[src/verilog/sphp_regs.vh]
/*
  Constants of the strobed parallel handshake port: mode codes, control-line
  positions, reset values and timing counts. Assumes a 10 MHz system clock.
*/
`ifndef SPHP_REGS_VH
`define SPHP_REGS_VH

// ==========================================================
// Modes
`define SPHP_MODE_BASIC   2'h0
`define SPHP_MODE_STB_IN  2'h1
`define SPHP_MODE_STB_OUT 2'h2
`define SPHP_MODE_BIDIR   2'h3

// ==========================================================
// Control port line positions
`define SPHP_BIT_OUTFULL  7
`define SPHP_BIT_ACK      6
`define SPHP_BIT_INFULL   5
`define SPHP_BIT_STROBE   4
`define SPHP_BIT_SREQ     3

// ==========================================================
// Reset values
`define SPHP_RST_BYTE     8'h00
`define SPHP_RST_PINS     8'hFF
`define SPHP_RST_NIBDIR   2'h0

// ==========================================================
// Timing
`define SPHP_CLK_NS       100
`define SPHP_CYC_MAX(ns)  (((ns) / `SPHP_CLK_NS) > 0 ? ((ns) / `SPHP_CLK_NS) : 1)
`define SPHP_CYC_MIN(ns)  ((((ns) + `SPHP_CLK_NS - 1) / `SPHP_CLK_NS) > 0 ? \
                           (((ns) + `SPHP_CLK_NS - 1) / `SPHP_CLK_NS) : 1)
`define SPHP_IBF_SET_NS   150
`define SPHP_FLOAT_MIN_NS 20
`define SPHP_FLOAT_MAX_NS 250
`define SPHP_FLOAT_CYC    `SPHP_CYC_MIN(`SPHP_FLOAT_MIN_NS)

`endif

[src/verilog/sphp_gpio.v]
/*
  General-purpose line group with per-line direction.
  Assumes host controls come from logic on clk_sys; pins are asynchronous.
*/
`timescale 1ns/100ps
`default_nettype none
module sphp_gpio #(
  parameter WIDTH = 8
) (
  input  wire             clk_sys,
  input  wire             rst,
  input  wire [WIDTH-1:0] hostDir,
  input  wire [WIDTH-1:0] hostOut,
  input  wire [WIDTH-1:0] pinIn,
  output reg  [WIDTH-1:0] pinOut,
  output reg  [WIDTH-1:0] pinOe,
  output wire [WIDTH-1:0] lineIn
);
  // ==========================================================
  // Direction and level per line, floating out of reset
  genvar i;
  generate
    for (i = 0; i < WIDTH; i = i + 1)
    begin : gLine
      always @(posedge clk_sys or posedge rst)
      begin
        if (rst)
        begin
          pinOe[i]  <= 1'b0;
          pinOut[i] <= 1'b0;
        end
        else
        begin
          pinOe[i]  <= hostDir[i];
          pinOut[i] <= hostOut[i];
        end
      end
    end
  endgenerate

  sphp_sync #(
    .WIDTH  (WIDTH),
    .RSTVAL ({WIDTH{1'b1}})
  ) uSync (
    .clk_sys (clk_sys),
    .rst     (rst),
    .pinIn   (pinIn),
    .syncOut (lineIn)
  );
endmodule
`default_nettype wire

[src/verilog/sphp_port.v]
/*
  Strobed parallel handshake port: byte data port, control port carrying
  strobe, acknowledge and flags, plus general-purpose and function lines.
  Assumes host strobes and settings come from logic on clk_sys and that
  all pins are asynchronous to it.
*/
`timescale 1ns/100ps
`default_nettype none
`include "sphp_regs.vh"
module sphp_port (
  input  wire        clk_sys,
  input  wire        rst,
  // Host side
  input  wire [1:0]  hostMode,
  input  wire        hostInEnable,
  input  wire        hostOutEnable,
  input  wire        hostRdN,
  input  wire        hostWrN,
  input  wire [7:0]  hostWrData,
  output reg  [7:0]  hostRdData,
  output reg         serviceRequest,
  input  wire [7:0]  hostPortDir,
  input  wire [1:0]  hostNibbleDir,
  input  wire [7:0]  hostNibbleOut,
  output wire [7:0]  hostNibbleIn,
  output wire [7:0]  hostPortIn,
  input  wire [7:0]  hostGpioDir,
  input  wire [7:0]  hostGpioOut,
  output wire [7:0]  hostGpioIn,
  input  wire [9:0]  hostFuncDir,
  input  wire [9:0]  hostFuncOut,
  output wire [9:0]  hostFuncIn,
  // Data port pins
  input  wire [7:0]  dataIn,
  output reg  [7:0]  dataOut,
  output reg  [7:0]  dataOe,
  // Control port pins
  input  wire [7:0]  ctlIn,
  output reg  [7:0]  ctlOut,
  output reg  [7:0]  ctlOe,
  // General-purpose pins
  input  wire [7:0]  gpioIn,
  output wire [7:0]  gpioOut,
  output wire [7:0]  gpioOe,
  // Programmable-function pins
  input  wire [9:0]  funcIn,
  output wire [9:0]  funcOut,
  output wire [9:0]  funcOe
);
  // ==========================================================
  // State
  localparam integer FLOAT_CYC_INT = `SPHP_FLOAT_CYC;
  localparam [1:0]   FLOAT_CYC     = FLOAT_CYC_INT[1:0];

  reg  [1:0] mode;
  reg  [1:0] nibbleDir;
  reg  [7:0] portDir;
  reg  [7:0] nibbleOut;
  reg  [7:0] inLatch;
  reg  [7:0] outLatch;
  reg        inputFullFlag;
  reg        outputFullN;
  reg        busDrive;
  reg  [1:0] floatCnt;
  reg        strobePrev;
  reg        ackPrev;
  reg        rdPrev;
  reg        wrPrev;
  wire [7:0] syncData;
  wire [7:0] syncCtl;
  wire       inputStrobeN;
  wire       ackN;

  assign inputStrobeN = syncCtl[`SPHP_BIT_STROBE];
  assign ackN         = syncCtl[`SPHP_BIT_ACK];
  assign hostPortIn   = syncData;
  assign hostNibbleIn = syncCtl;

  // ==========================================================
  // Pin synchronisers; data shares the strobe's delay so the
  // latched byte lines up with the synced strobe
  sphp_sync #(
    .WIDTH  (8),
    .RSTVAL (`SPHP_RST_PINS)
  ) uSyncData (
    .clk_sys (clk_sys),
    .rst     (rst),
    .pinIn   (dataIn),
    .syncOut (syncData)
  );

  sphp_sync #(
    .WIDTH  (8),
    .RSTVAL (`SPHP_RST_PINS)
  ) uSyncCtl (
    .clk_sys (clk_sys),
    .rst     (rst),
    .pinIn   (ctlIn),
    .syncOut (syncCtl)
  );

  // ==========================================================
  // Edge detection
  wire strobeLow  = ~inputStrobeN;
  wire strobeRise = ~strobePrev & inputStrobeN;
  wire ackFall    = ackPrev & ~ackN;
  wire ackRise    = ~ackPrev & ackN;
  wire rdFall     = rdPrev & ~hostRdN;
  wire rdRise     = ~rdPrev & hostRdN;
  wire wrFall     = wrPrev & ~hostWrN;
  wire wrRise     = ~wrPrev & hostWrN;

  wire inMode     = (mode == `SPHP_MODE_STB_IN) || (mode == `SPHP_MODE_BIDIR);
  wire outMode    = (mode == `SPHP_MODE_STB_OUT) || (mode == `SPHP_MODE_BIDIR);

  always @(posedge clk_sys or posedge rst)
  begin
    if (rst)
    begin
      strobePrev <= 1'b1;
      ackPrev    <= 1'b1;
      rdPrev     <= 1'b1;
      wrPrev     <= 1'b1;
      mode       <= `SPHP_MODE_BASIC;
      nibbleDir  <= `SPHP_RST_NIBDIR;
      portDir    <= `SPHP_RST_BYTE;
      nibbleOut  <= `SPHP_RST_BYTE;
    end
    else
    begin
      strobePrev <= inputStrobeN;
      ackPrev    <= ackN;
      rdPrev     <= hostRdN;
      wrPrev     <= hostWrN;
      mode       <= hostMode;
      nibbleDir  <= hostNibbleDir;
      portDir    <= hostPortDir;
      nibbleOut  <= hostNibbleOut;
    end
  end

  // ==========================================================
  // Input side: latch and input-full flag
  always @(posedge clk_sys or posedge rst)
  begin
    if (rst)
    begin
      inLatch       <= `SPHP_RST_BYTE;
      inputFullFlag <= 1'b0;
      hostRdData    <= `SPHP_RST_BYTE;
    end
    else
    begin
      if (inMode && strobeLow)
        inLatch <= syncData;
      if (rdFall)
        hostRdData <= inLatch;
      // Set wins over a clear in the same cycle
      if (inMode && strobeLow)
        inputFullFlag <= 1'b1;
      else if (inMode && rdRise)
        inputFullFlag <= 1'b0;
      else if (!inMode)
        inputFullFlag <= 1'b0;
    end
  end

  // ==========================================================
  // Output side: latch and active-low output-full flag
  always @(posedge clk_sys or posedge rst)
  begin
    if (rst)
    begin
      outLatch    <= `SPHP_RST_BYTE;
      outputFullN <= 1'b1;
    end
    else
    begin
      if (outMode && wrRise)
        outLatch <= hostWrData;
      // A fresh write wins over an acknowledge of the previous byte
      if (outMode && wrRise)
        outputFullN <= 1'b0;
      else if (ackFall || !outMode)
        outputFullN <= 1'b1;
    end
  end

  // ==========================================================
  // Service request
  wire sreqSet = (mode == `SPHP_MODE_STB_IN  && strobeRise && hostInEnable)
              || (mode == `SPHP_MODE_STB_OUT && ackRise && hostOutEnable)
              || (mode == `SPHP_MODE_BIDIR   && ((strobeRise && hostInEnable)
                                             || (ackRise && hostOutEnable)));
  wire sreqClr = (inMode && rdFall) || (outMode && wrFall) || (mode == `SPHP_MODE_BASIC);

  always @(posedge clk_sys or posedge rst)
  begin
    if (rst)
      serviceRequest <= 1'b0;
    else if (sreqSet)
      serviceRequest <= 1'b1;
    else if (sreqClr)
      serviceRequest <= 1'b0;
  end

  // ==========================================================
  // Shared bus drive in bidirectional mode; release is held off
  // by a short count so the far end sees the byte past its edge
  always @(posedge clk_sys or posedge rst)
  begin
    if (rst)
    begin
      busDrive <= 1'b0;
      floatCnt <= 2'h0;
    end
    else if (mode != `SPHP_MODE_BIDIR)
    begin
      busDrive <= 1'b0;
      floatCnt <= 2'h0;
    end
    else if (!ackN)
    begin
      busDrive <= 1'b1;
      floatCnt <= FLOAT_CYC;
    end
    else if (floatCnt != 2'h0)
      floatCnt <= floatCnt - 2'h1;
    else
      busDrive <= 1'b0;
  end

  // ==========================================================
  // Pin drive; every enable derives from reset-cleared flops
  always @*
  begin
    dataOut = outLatch;
    dataOe  = 8'h00;
    case (mode)
      `SPHP_MODE_BASIC:
      begin
        dataOut = nibbleOut;
        dataOe  = portDir;
      end
      `SPHP_MODE_STB_IN:
        dataOe = 8'h00;
      `SPHP_MODE_STB_OUT:
        dataOe = 8'hFF;
      `SPHP_MODE_BIDIR:
        dataOe = {8{busDrive}};
      default:
        dataOe = 8'h00;
    endcase
  end

  always @*
  begin
    ctlOut = nibbleOut;
    ctlOe  = {{4{nibbleDir[1]}}, {4{nibbleDir[0]}}};
    case (mode)
      `SPHP_MODE_BASIC:
        ctlOut = nibbleOut;
      `SPHP_MODE_STB_IN:
      begin
        ctlOut[`SPHP_BIT_INFULL] = inputFullFlag;
        ctlOe[`SPHP_BIT_INFULL]  = 1'b1;
        ctlOe[`SPHP_BIT_STROBE]  = 1'b0;
        ctlOut[`SPHP_BIT_SREQ]   = serviceRequest;
        ctlOe[`SPHP_BIT_SREQ]    = 1'b1;
      end
      `SPHP_MODE_STB_OUT:
      begin
        ctlOut[`SPHP_BIT_OUTFULL] = outputFullN;
        ctlOe[`SPHP_BIT_OUTFULL]  = 1'b1;
        ctlOe[`SPHP_BIT_ACK]      = 1'b0;
        ctlOut[`SPHP_BIT_SREQ]    = serviceRequest;
        ctlOe[`SPHP_BIT_SREQ]     = 1'b1;
      end
      `SPHP_MODE_BIDIR:
      begin
        ctlOut[`SPHP_BIT_OUTFULL] = outputFullN;
        ctlOe[`SPHP_BIT_OUTFULL]  = 1'b1;
        ctlOe[`SPHP_BIT_ACK]      = 1'b0;
        ctlOut[`SPHP_BIT_INFULL]  = inputFullFlag;
        ctlOe[`SPHP_BIT_INFULL]   = 1'b1;
        ctlOe[`SPHP_BIT_STROBE]   = 1'b0;
        ctlOut[`SPHP_BIT_SREQ]    = serviceRequest;
        ctlOe[`SPHP_BIT_SREQ]     = 1'b1;
      end
      default:
        ctlOe = 8'h00;
    endcase
  end

  // ==========================================================
  // General-purpose and programmable-function lines
  sphp_gpio #(
    .WIDTH (8)
  ) uGpio (
    .clk_sys (clk_sys),
    .rst     (rst),
    .hostDir (hostGpioDir),
    .hostOut (hostGpioOut),
    .pinIn   (gpioIn),
    .pinOut  (gpioOut),
    .pinOe   (gpioOe),
    .lineIn  (hostGpioIn)
  );

  sphp_gpio #(
    .WIDTH (10)
  ) uFunc (
    .clk_sys (clk_sys),
    .rst     (rst),
    .hostDir (hostFuncDir),
    .hostOut (hostFuncOut),
    .pinIn   (funcIn),
    .pinOut  (funcOut),
    .pinOe   (funcOe),
    .lineIn  (hostFuncIn)
  );
endmodule
`default_nettype wire

[src/verilog/sphp_sync.v]
/*
  Two-flop synchroniser for a group of pin inputs.
  Assumes the inputs are asynchronous to clk_sys.
*/
`timescale 1ns/100ps
`default_nettype none
module sphp_sync #(
  parameter WIDTH              = 8,
  parameter [WIDTH-1:0] RSTVAL = {WIDTH{1'b1}}
) (
  input  wire             clk_sys,
  input  wire             rst,
  input  wire [WIDTH-1:0] pinIn,
  output wire [WIDTH-1:0] syncOut
);
  // ==========================================================
  // Per-bit stages; first stage feeds only the second
  genvar i;
  generate
    for (i = 0; i < WIDTH; i = i + 1)
    begin : gSync
      reg stage1;
      reg stage2;
      always @(posedge clk_sys or posedge rst)
      begin
        if (rst)
        begin
          stage1 <= RSTVAL[i];
          stage2 <= RSTVAL[i];
        end
        else
        begin
          stage1 <= pinIn[i];
          stage2 <= stage1;
        end
      end
      assign syncOut[i] = stage2;
    end
  endgenerate
endmodule
`default_nettype wire
[config.mk]
export PLATFORM = sky130hd
export DESIGN_NAME = sphp_port
export DESIGN_NICKNAME = d
export VERILOG_FILES = /design/src/verilog/sphp_gpio.v /design/src/verilog/sphp_port.v /design/src/verilog/sphp_sync.v
export VERILOG_INCLUDE_DIRS = /design/src /design/src/verilog
export SDC_FILE = /design/constraint.sdc
export NUM_CORES = 1
export LEC_CHECK = 0
export ABC_CLOCK_PERIOD_IN_PS = 3930
export BUFFER_PORTS_ARGS = -buffer_cell sky130_fd_sc_hd__buf_2
export CAP_MARGIN = 15
export CORE_MARGIN = 2
export CORE_UTILIZATION = 42
export DETAILED_ROUTE_END_ITERATION = 8
export PLACE_DENSITY = 0.74
export SETUP_SLACK_MARGIN = 0.1
export SLEW_MARGIN = 20
export SYNTH_ARGS = -nofsm -noshare
export SYNTH_HDL_FRONTEND = slang
export SYNTH_SLANG_ARGS = --single-unit
[constraint.sdc]
create_clock -name clk_sys -period 3.93 [get_ports clk_sys]
set_input_delay 0 -clock clk_sys [delete_from_list [all_inputs] [get_ports clk_sys]]
set_output_delay 0 -clock clk_sys [all_outputs]
set_load 0.02 [all_outputs]
==> reports/qor.csv, run 1 <==
stage,metric,value,unit
synth,ys_seq_area_frac,0.7938,
timing,worst_slew_pin_slew,849.3,ps
floorplan,core_area,11910,um2
global_routing,grt_max_degree,159,
global_routing,grt_use_total,0.1927,
synth,avgSynthCellArea,17.39,um2
power,pwr-share-clk,0.406,
clock_network,cts-root-buf,clkbuf_16,
routing,viasPerCell,4.370,
floorplan,die_x,114.2,um
timing,finClkSkew,6.262,ps
routing,ant_nets,0,
setup_path,worstPathCellList,"nor2_4, mux2_2, buf_2",
floorplan,die_y,114.2,um
clock_network,h-tree-depth,4,
timing,drv_slew,0,
timing,finalCritPeriodShare,0.5143,
clock_network,post_cts_buffers,0,
floorplan,floorplan.initialDensity,0.4278,
routing,wl_met3,813,um
finish,final_area,7632,um2
synth,synth_warnings,0,
synth,synth_top_cell_area_share,0.4174,
min_path,min-delay-start,hostPortDir[1],
place,post-place-cells,609,
finish,num-fill-cells,826,
power,seqPwrFrac,0.473,
place,placed_area,6028,um2
global_routing,grt_overflow,0,
finish,final_cell_mix,"buf_2 (214), dlygate4sd3_1 (103), dfrtp_1 (85)",
power,p_comb_frac,0.121,
power,power.density,507.0,nW/um2
routing,wl_per_cell,15.94,um
routing,met1_length,4458,um
finish,fin_util,0.6408,
setup_path,crit_path_start,mode[1],
synth,synth_ff_type,dfrtp_1,
timing,finalSetupViolCount,0,
timing,hold_viol,0,
power,internal_power,0.002892,W
timing,finalCriticalPeriod,2021,ps
timing,fmax,0.4947,GHz
setup_path,worst_ep_arrival_time,2020,ps
routing,drt_wl_total,11860,um
global_routing,grt_pass1_vias,3635,
timing,grt_setup_unrepaired,false,
finish,final_common_cell,buf_2,
setup_path,critPathMaxFanout,21,
synth,syn_nets,398,
finish,final_cells,744,
finish,area_growth,49.77,%
power,swShare,0.2526,
routing,dr_wl_met2,6301,um
routing,dr.pass1.iters,4,
finish,layout-drive-gt1-share,0.5578,
setup_path,cpMaxStageDelayCell,dfrtp_1,
setup_path,timing.rr.start,mode[1],
setup_path,max_stage_delay,680,ps
power,leakage,3.612,nW
synth,synth_top_cell_by_area,dfrtp_1,
power,power_switching,0.0009774,W
floorplan,rows,40,
clock_network,clock-sinks,158,
setup_path,start_kind,register,
synth,synth_edf_count,0,
place,place_congestion,0.7516,
synth,async_reset_ff_frac,1.000,
clock_network,cts.path.max_buffers,2,
synth,netlist_instances,293,
setup_path,cp.required,3930,ps
routing,top_layer_used,met4,
finish,multi_input_area,681.9,um2
finish,antenna_cells,0,
finish,seq_area,4045,um2
place,portBuffers,214,
synth,ys_ff_latch,158,
global_routing,grt_pass1_wl,18450,um
power,ir_drop,0.4281,mV
min_path,hp-class,in2reg,
routing,drc,0,
floorplan,die_area,13030,um2
clock_network,clk_pin_slew_worst_paths,60,ps
setup_path,path_class,reg2out,
clock_network,cts_buffers,17,
outcome,status,finished clean,
synth,ys_types,30,
synth,syn_area,5096,um2
setup_path,end_kind,output port,
routing,vias,3251,
timing,setup_tns,0,ps
place,dp_hpwl,6789,um
job,drv_cap,0,
clock_network,clkLatencyLatePin,420,ps
global_routing,antenna_found_initial,0,
synth,ys_top_cells_by_area,"dfrtp_1 (42%), dfstp_2 (38%), buf_4 (6.5%)",
finish,nets,689,
timing,max-slew-margin-rel,0.4338,
routing,drt_iter0_markers,173,
clock_network,cts_tree,yes,
floorplan,ioPinCount,215,
==> cell usage after synthesis, types with 2 or more instances <==
cell type / n
nor2b_1: 3
dfrtp_1: 85
dfstp_2: 73
a21oi_1: 4
nor2_1: 19
nand2b_1: 2
inv_1: 4
nand4b_1: 2
nand2_1: 5
inv_2: 2
mux2_2: 4
buf_4: 44
mux2_1: 29
==> per-layer routing <==
layer / vias to the layer above / track usage
met2: 150 / 0.3373
met1: 1588 / 0.2105
li1: 1491 / -
met4: 0 / 0.09512
met5: - / 0
met3: 22 / 0.06300
==> cell type report <==
type,count,area share
Sequential cell,158,0.5300
Timing Repair Buffer,318,0.2780
Multi-Input combinational cell,83,0.08934
Clock buffer,19,0.05803
Tap cell,147,0.02410
Clock inverter,13,0.01705
Inverter,6,0.003443
==> power groups by stage <==
stage	clock network (W)	logic (W)	registers, W
CTS	0.00161	0.000468	0.00183
finish	0.00157	0.000469	0.00183
global placement	0	0.000377	0.00185
floorplan	0	0.000203	0.00189
global route	0.00168	0.000505	0.00185
detailed placement	0	0.000387	0.00186
==> worst paths after layout <==
check | end | slack [ps] | depth (start not counted)
worst max-delay path | dataOut[7] | 1910 | 3
worst min-delay path | portDir[1] | 220 | 2
worst max register to register | serviceRequest | 1960 | 3
worst min register to register | uSyncCtl.gSync[2].stage2 | 350 | 0
max in group asynchronous | uGpio.pinOut[2] | 2880 | 4
min in group asynchronous | uFunc.pinOe[4] | 380 | 4
==> cell families (layout without fill, tap and decap cells) <==
kind of cell,after synthesis,in the layout,synth area share
compound gates,10,10,0.01424
xor+xnor,1,1,0.001719
buf+inv,52,356,0.07243
flops,158,158,0.7938
simple gates,38,38,0.04248
fa+ha+maj,1,1,0.002455
mux,33,33,0.07292
==> critical path: cells and delay by family, from the launching register on <==
family        cells  cell delay (ps)
simple gates      1              390
mux               1              370
flops             1              680
buf+inv           1              160
==> state kept, by name, summed over array words and instances, names as in the netlist, 8 cells and up <==
signal,flops
uSyncCtl.gSync.stage1,8
portDir,8
nibbleOut,8
uSyncData.gSync.stage1,8
outLatch,8
uSyncCtl.gSync.stage2,8
uSyncData.gSync.stage2,8
uGpio.uSync.gSync.stage2,8
uFunc.pinOut,10
inLatch,8
uFunc.uSync.gSync.stage1,10
uGpio.uSync.gSync.stage1,8
uGpio.pinOe,8
uGpio.pinOut,8
uFunc.uSync.gSync.stage2,10
uFunc.pinOe,10
hostRdData,8
==> repair_timing <==
item                                   4_1_cts  5_1_grt
resized for setup                            0        0
endpoints found under the hold margin      187        0
hold buffers                               103        0
==> per-stage QoR <==
step           total power [W]  hold WS, ps  setup slack (ps)
6_report              0.003870        218.9              1909
5_1_grt               0.004026        201.4              1798
4_1_cts               0.003911        194.6              1877
3_5_place_dp          0.002244        106.1              2282
3_3_place_gp          0.002227        104.8              2382
2_1_floorplan         0.002095        4.478              1989
Power figures use the tool's default switching activity.
==> inputs of run 2 (changes only) <==
ABC_CLOCK_PERIOD_IN_PS = 1850   (was 3930)
clock period = 1.85 ns   (was 3.93 ns; I/O delays follow)
==> run 2 against run 1 <==
  * Critical path depth is the same
  * Wire length is 2.4% lower
  * Register-to-register slack got worse by 1400 ps
  * Final cell count is 0.67% higher
  * Critical endpoint is now dataOut[1]
  * Clock skew up 2.1 ps
  * Sequential cell count unchanged
  * Utilization up 0.35 points
  * Sequential share of layout area is 0.27 points lower
  * Count of clock-buffer cells in the layout is 1 lower
  * Critical path type unchanged
==> reports/qor.csv, run 2 (synthesis results as in run 1) <==
stage,metric,value,unit,change
outcome,status,finished clean,,
finish,seq_area,4046,um2,about the same
global_routing,grt_max_degree,159,,unchanged
finish,antenna_cells,0,,unchanged
floorplan,rows,40,,unchanged
power,power,0.008184,W,+110%
routing,drt_iter0_markers,123,,-29%
clock_network,cts_buffers,17,,unchanged
timing,finalCriticalPeriod,1640,ps,
global_routing,antenna_found_initial,0,,unchanged
routing,drc,0,,unchanged
timing,finalSetupViolCount,0,,unchanged
power,leakage,3.637,nW,+0.69%
setup_path,reg2reg_slack,530,ps,-1430 ps
routing,viasPerCell,4.406,,+0.83%
setup_path,cp.required,1850,ps,-2080 ps
timing,max-slew-margin-rel,0.4809,,+0.04713
clock_network,cts-root-buf,clkbuf_16,,
min_path,hp-class,in2reg,,
setup_path,path_depth,3,,unchanged
place,portBuffers,214,,unchanged
setup_path,worst-path-buf-inv,1,,unchanged
timing,grt_setup_unrepaired,false,,
finish,area_growth,50.58,%,
timing,worst_slew_pin_slew,778.6,ps,-70.69 ps
clock_network,cts_tree,yes,,
floorplan,die_x,114.2,um,unchanged
min_path,min-delay-start,funcIn[0],,
setup_path,r2r_cells,2,,-1
floorplan,floorplan.initialDensity,0.4278,,unchanged
clock_network,clkLatencyLatePin,410,ps,about the same
setup_path,end_kind,output port,,
clock_network,cts.path.max_buffers,2,,unchanged
routing,vias,3300,,+1.5%
global_routing,grt_use_total,0.1883,,-0.004424
setup_path,worstPathCellList,"nor2_4, mux2_1, buf_2",,
global_routing,grt_pass1_wl,18080,um,-2.0%
routing,ant_nets,0,,unchanged
clock_network,clk_pin_slew_worst_paths,60,ps,about the same
floorplan,die_y,114.2,um,unchanged
setup_path,worst_ep_arrival_time,1640,ps,-380 ps
timing,setup_tns,0,ps,unchanged
place,place_congestion,0.7533,,+0.23%
setup_path,critPathMaxFanout,8,,-62%
finish,final_area,7674,um2,+0.54%
timing,finClkSkew,8.340,ps,+2.078 ps
finish,final_cell_mix,"buf_2 (214), dlygate4sd3_1 (103), dfrtp_1 (84)",,
setup_path,rr_endpoint,hostRdData[0],,
power,ir_drop,0.6357,mV,+48%
floorplan,die_area,13030,um2,unchanged
routing,dr.pass1.iters,4,,unchanged
routing,wl_per_cell,15.46,um,-3.1%
job,drv_cap,0,,unchanged
place,placed_area,6043,um2,+0.25%
power,power.density,1067,nW/um2,+110%
place,dp_hpwl,6975,um,+2.7%
timing,finalCritPeriodShare,0.8867,,
setup_path,cpMaxStageDelayCell,dfrtp_1,,
setup_path,max_stage_delay,450,ps,-230 ps
finish,fin_util,0.6442,,+0.003467
setup_path,path_class,reg2out,,
floorplan,ioPinCount,215,,unchanged
setup_path,timing.rr.start,rdPrev,,
global_routing,grt_overflow,0,,unchanged
finish,final_common_cell,buf_2,,
clock_network,clock-sinks,158,,unchanged
setup_path,start_kind,register,,
timing,fmax,0.6096,GHz,
finish,nets,694,,+0.73%
setup_path,crit_family,flip-flops,,
timing,drv_slew,0,,unchanged
timing,hold_viol,0,,unchanged
global_routing,grt_pass1_vias,3739,,+2.9%
floorplan,core_area,11910,um2,unchanged
finish,multi_input_area,689.4,um2,+1.1%
routing,drt_wl_total,11580,um,-2.4%
setup_path,crit_path_start,mode[1],,
clock_network,h-tree-depth,4,,unchanged
finish,layout-drive-gt1-share,0.5648,,+0.006995
setup_path,critical_path.endpoint,dataOut[1],,
finish,num-fill-cells,851,,+3.0%
-- run 2: cell count changes in the layout (fill, tap and decap cells not counted), moves of 2 or more --
| cell | previous run | this run |
|---|---|---|
| clkinv_4 | 3 | 1 |
| inv_6 | 4 | 6 |
| clkinv_2 | 1 | 3 |
| buf_4 | 0 | 5 |
-- run 2: per-layer routing --
layer / global-route usage / wire [um] / share of wire / up-vias
li1: - / - / - / 1499
met2: 0.3294 / 6190 / 0.53 / 153
met3: 0.06511 / 812 / 0.070 / 25
met1: 0.1978 / 4213 / 0.36 / 1623
met4: 0.1057 / 361 / 0.031 / 0
met5: 0 / 0 / 0 / -
-- run 2: repair_timing --
action                     in CTS  in global routing
setup endpoints to repair      15                 14
setup buffers                   0                  3
resized for setup               1                  1
pin swaps                       1                  1
hold endpoints to repair      187                  0
hold buffers                  103                  0
-- run 2: final cells by class --
type | instances | share of cell area
well taps | 147 | 0.02397
inverters | 6 | 0.003424
multi-input cells | 83 | 0.08984
clock inverters | 14 | 0.01679
repair buffers | 323 | 0.2814
clock buffers | 18 | 0.05723
flip-flops and latches | 158 | 0.5273
-- run 2: how the worst min path moves through the flow --
| stage | slack, ps | endpoint | cells past startpoint |
|---|---|---|---|
| floorplan | 4 | rdPrev | 0 |
| global placement | 100 | uFunc.uSync.gSync[0].stage1 | 1 |
| detailed placement | 110 | uSyncCtl.gSync[2].stage1 | 1 |
| CTS | 200 | uGpio.pinOe[4] | 2 |
| global route | 210 | uFunc.pinOut[9] | 2 |
| finish | 220 | uFunc.uSync.gSync[0].stage1 | 2 |
-- run 2: stage by stage --
stage | std cells | hold slack [ps] | setup WS (ps)
after floorplan | 293 | 4.478 | -91.27
after global placement | 611 | 104.8 | 454.9
after detailed placement | 611 | 106.2 | 357.7
after CTS | 746 | 195.3 | 105.3
after global routing | 749 | 208.5 | 125.9
final | 749 | 219.3 | 209.7
-- run 2: power breakdown --
group | switching (W) | internal [W] | total [W]
Sequential | 0.000117 | 0.00377 | 0.00389
Combinational | 0.000544 | 0.000464 | 0.00101
Clock | 0.00138 | 0.00191 | 0.00329
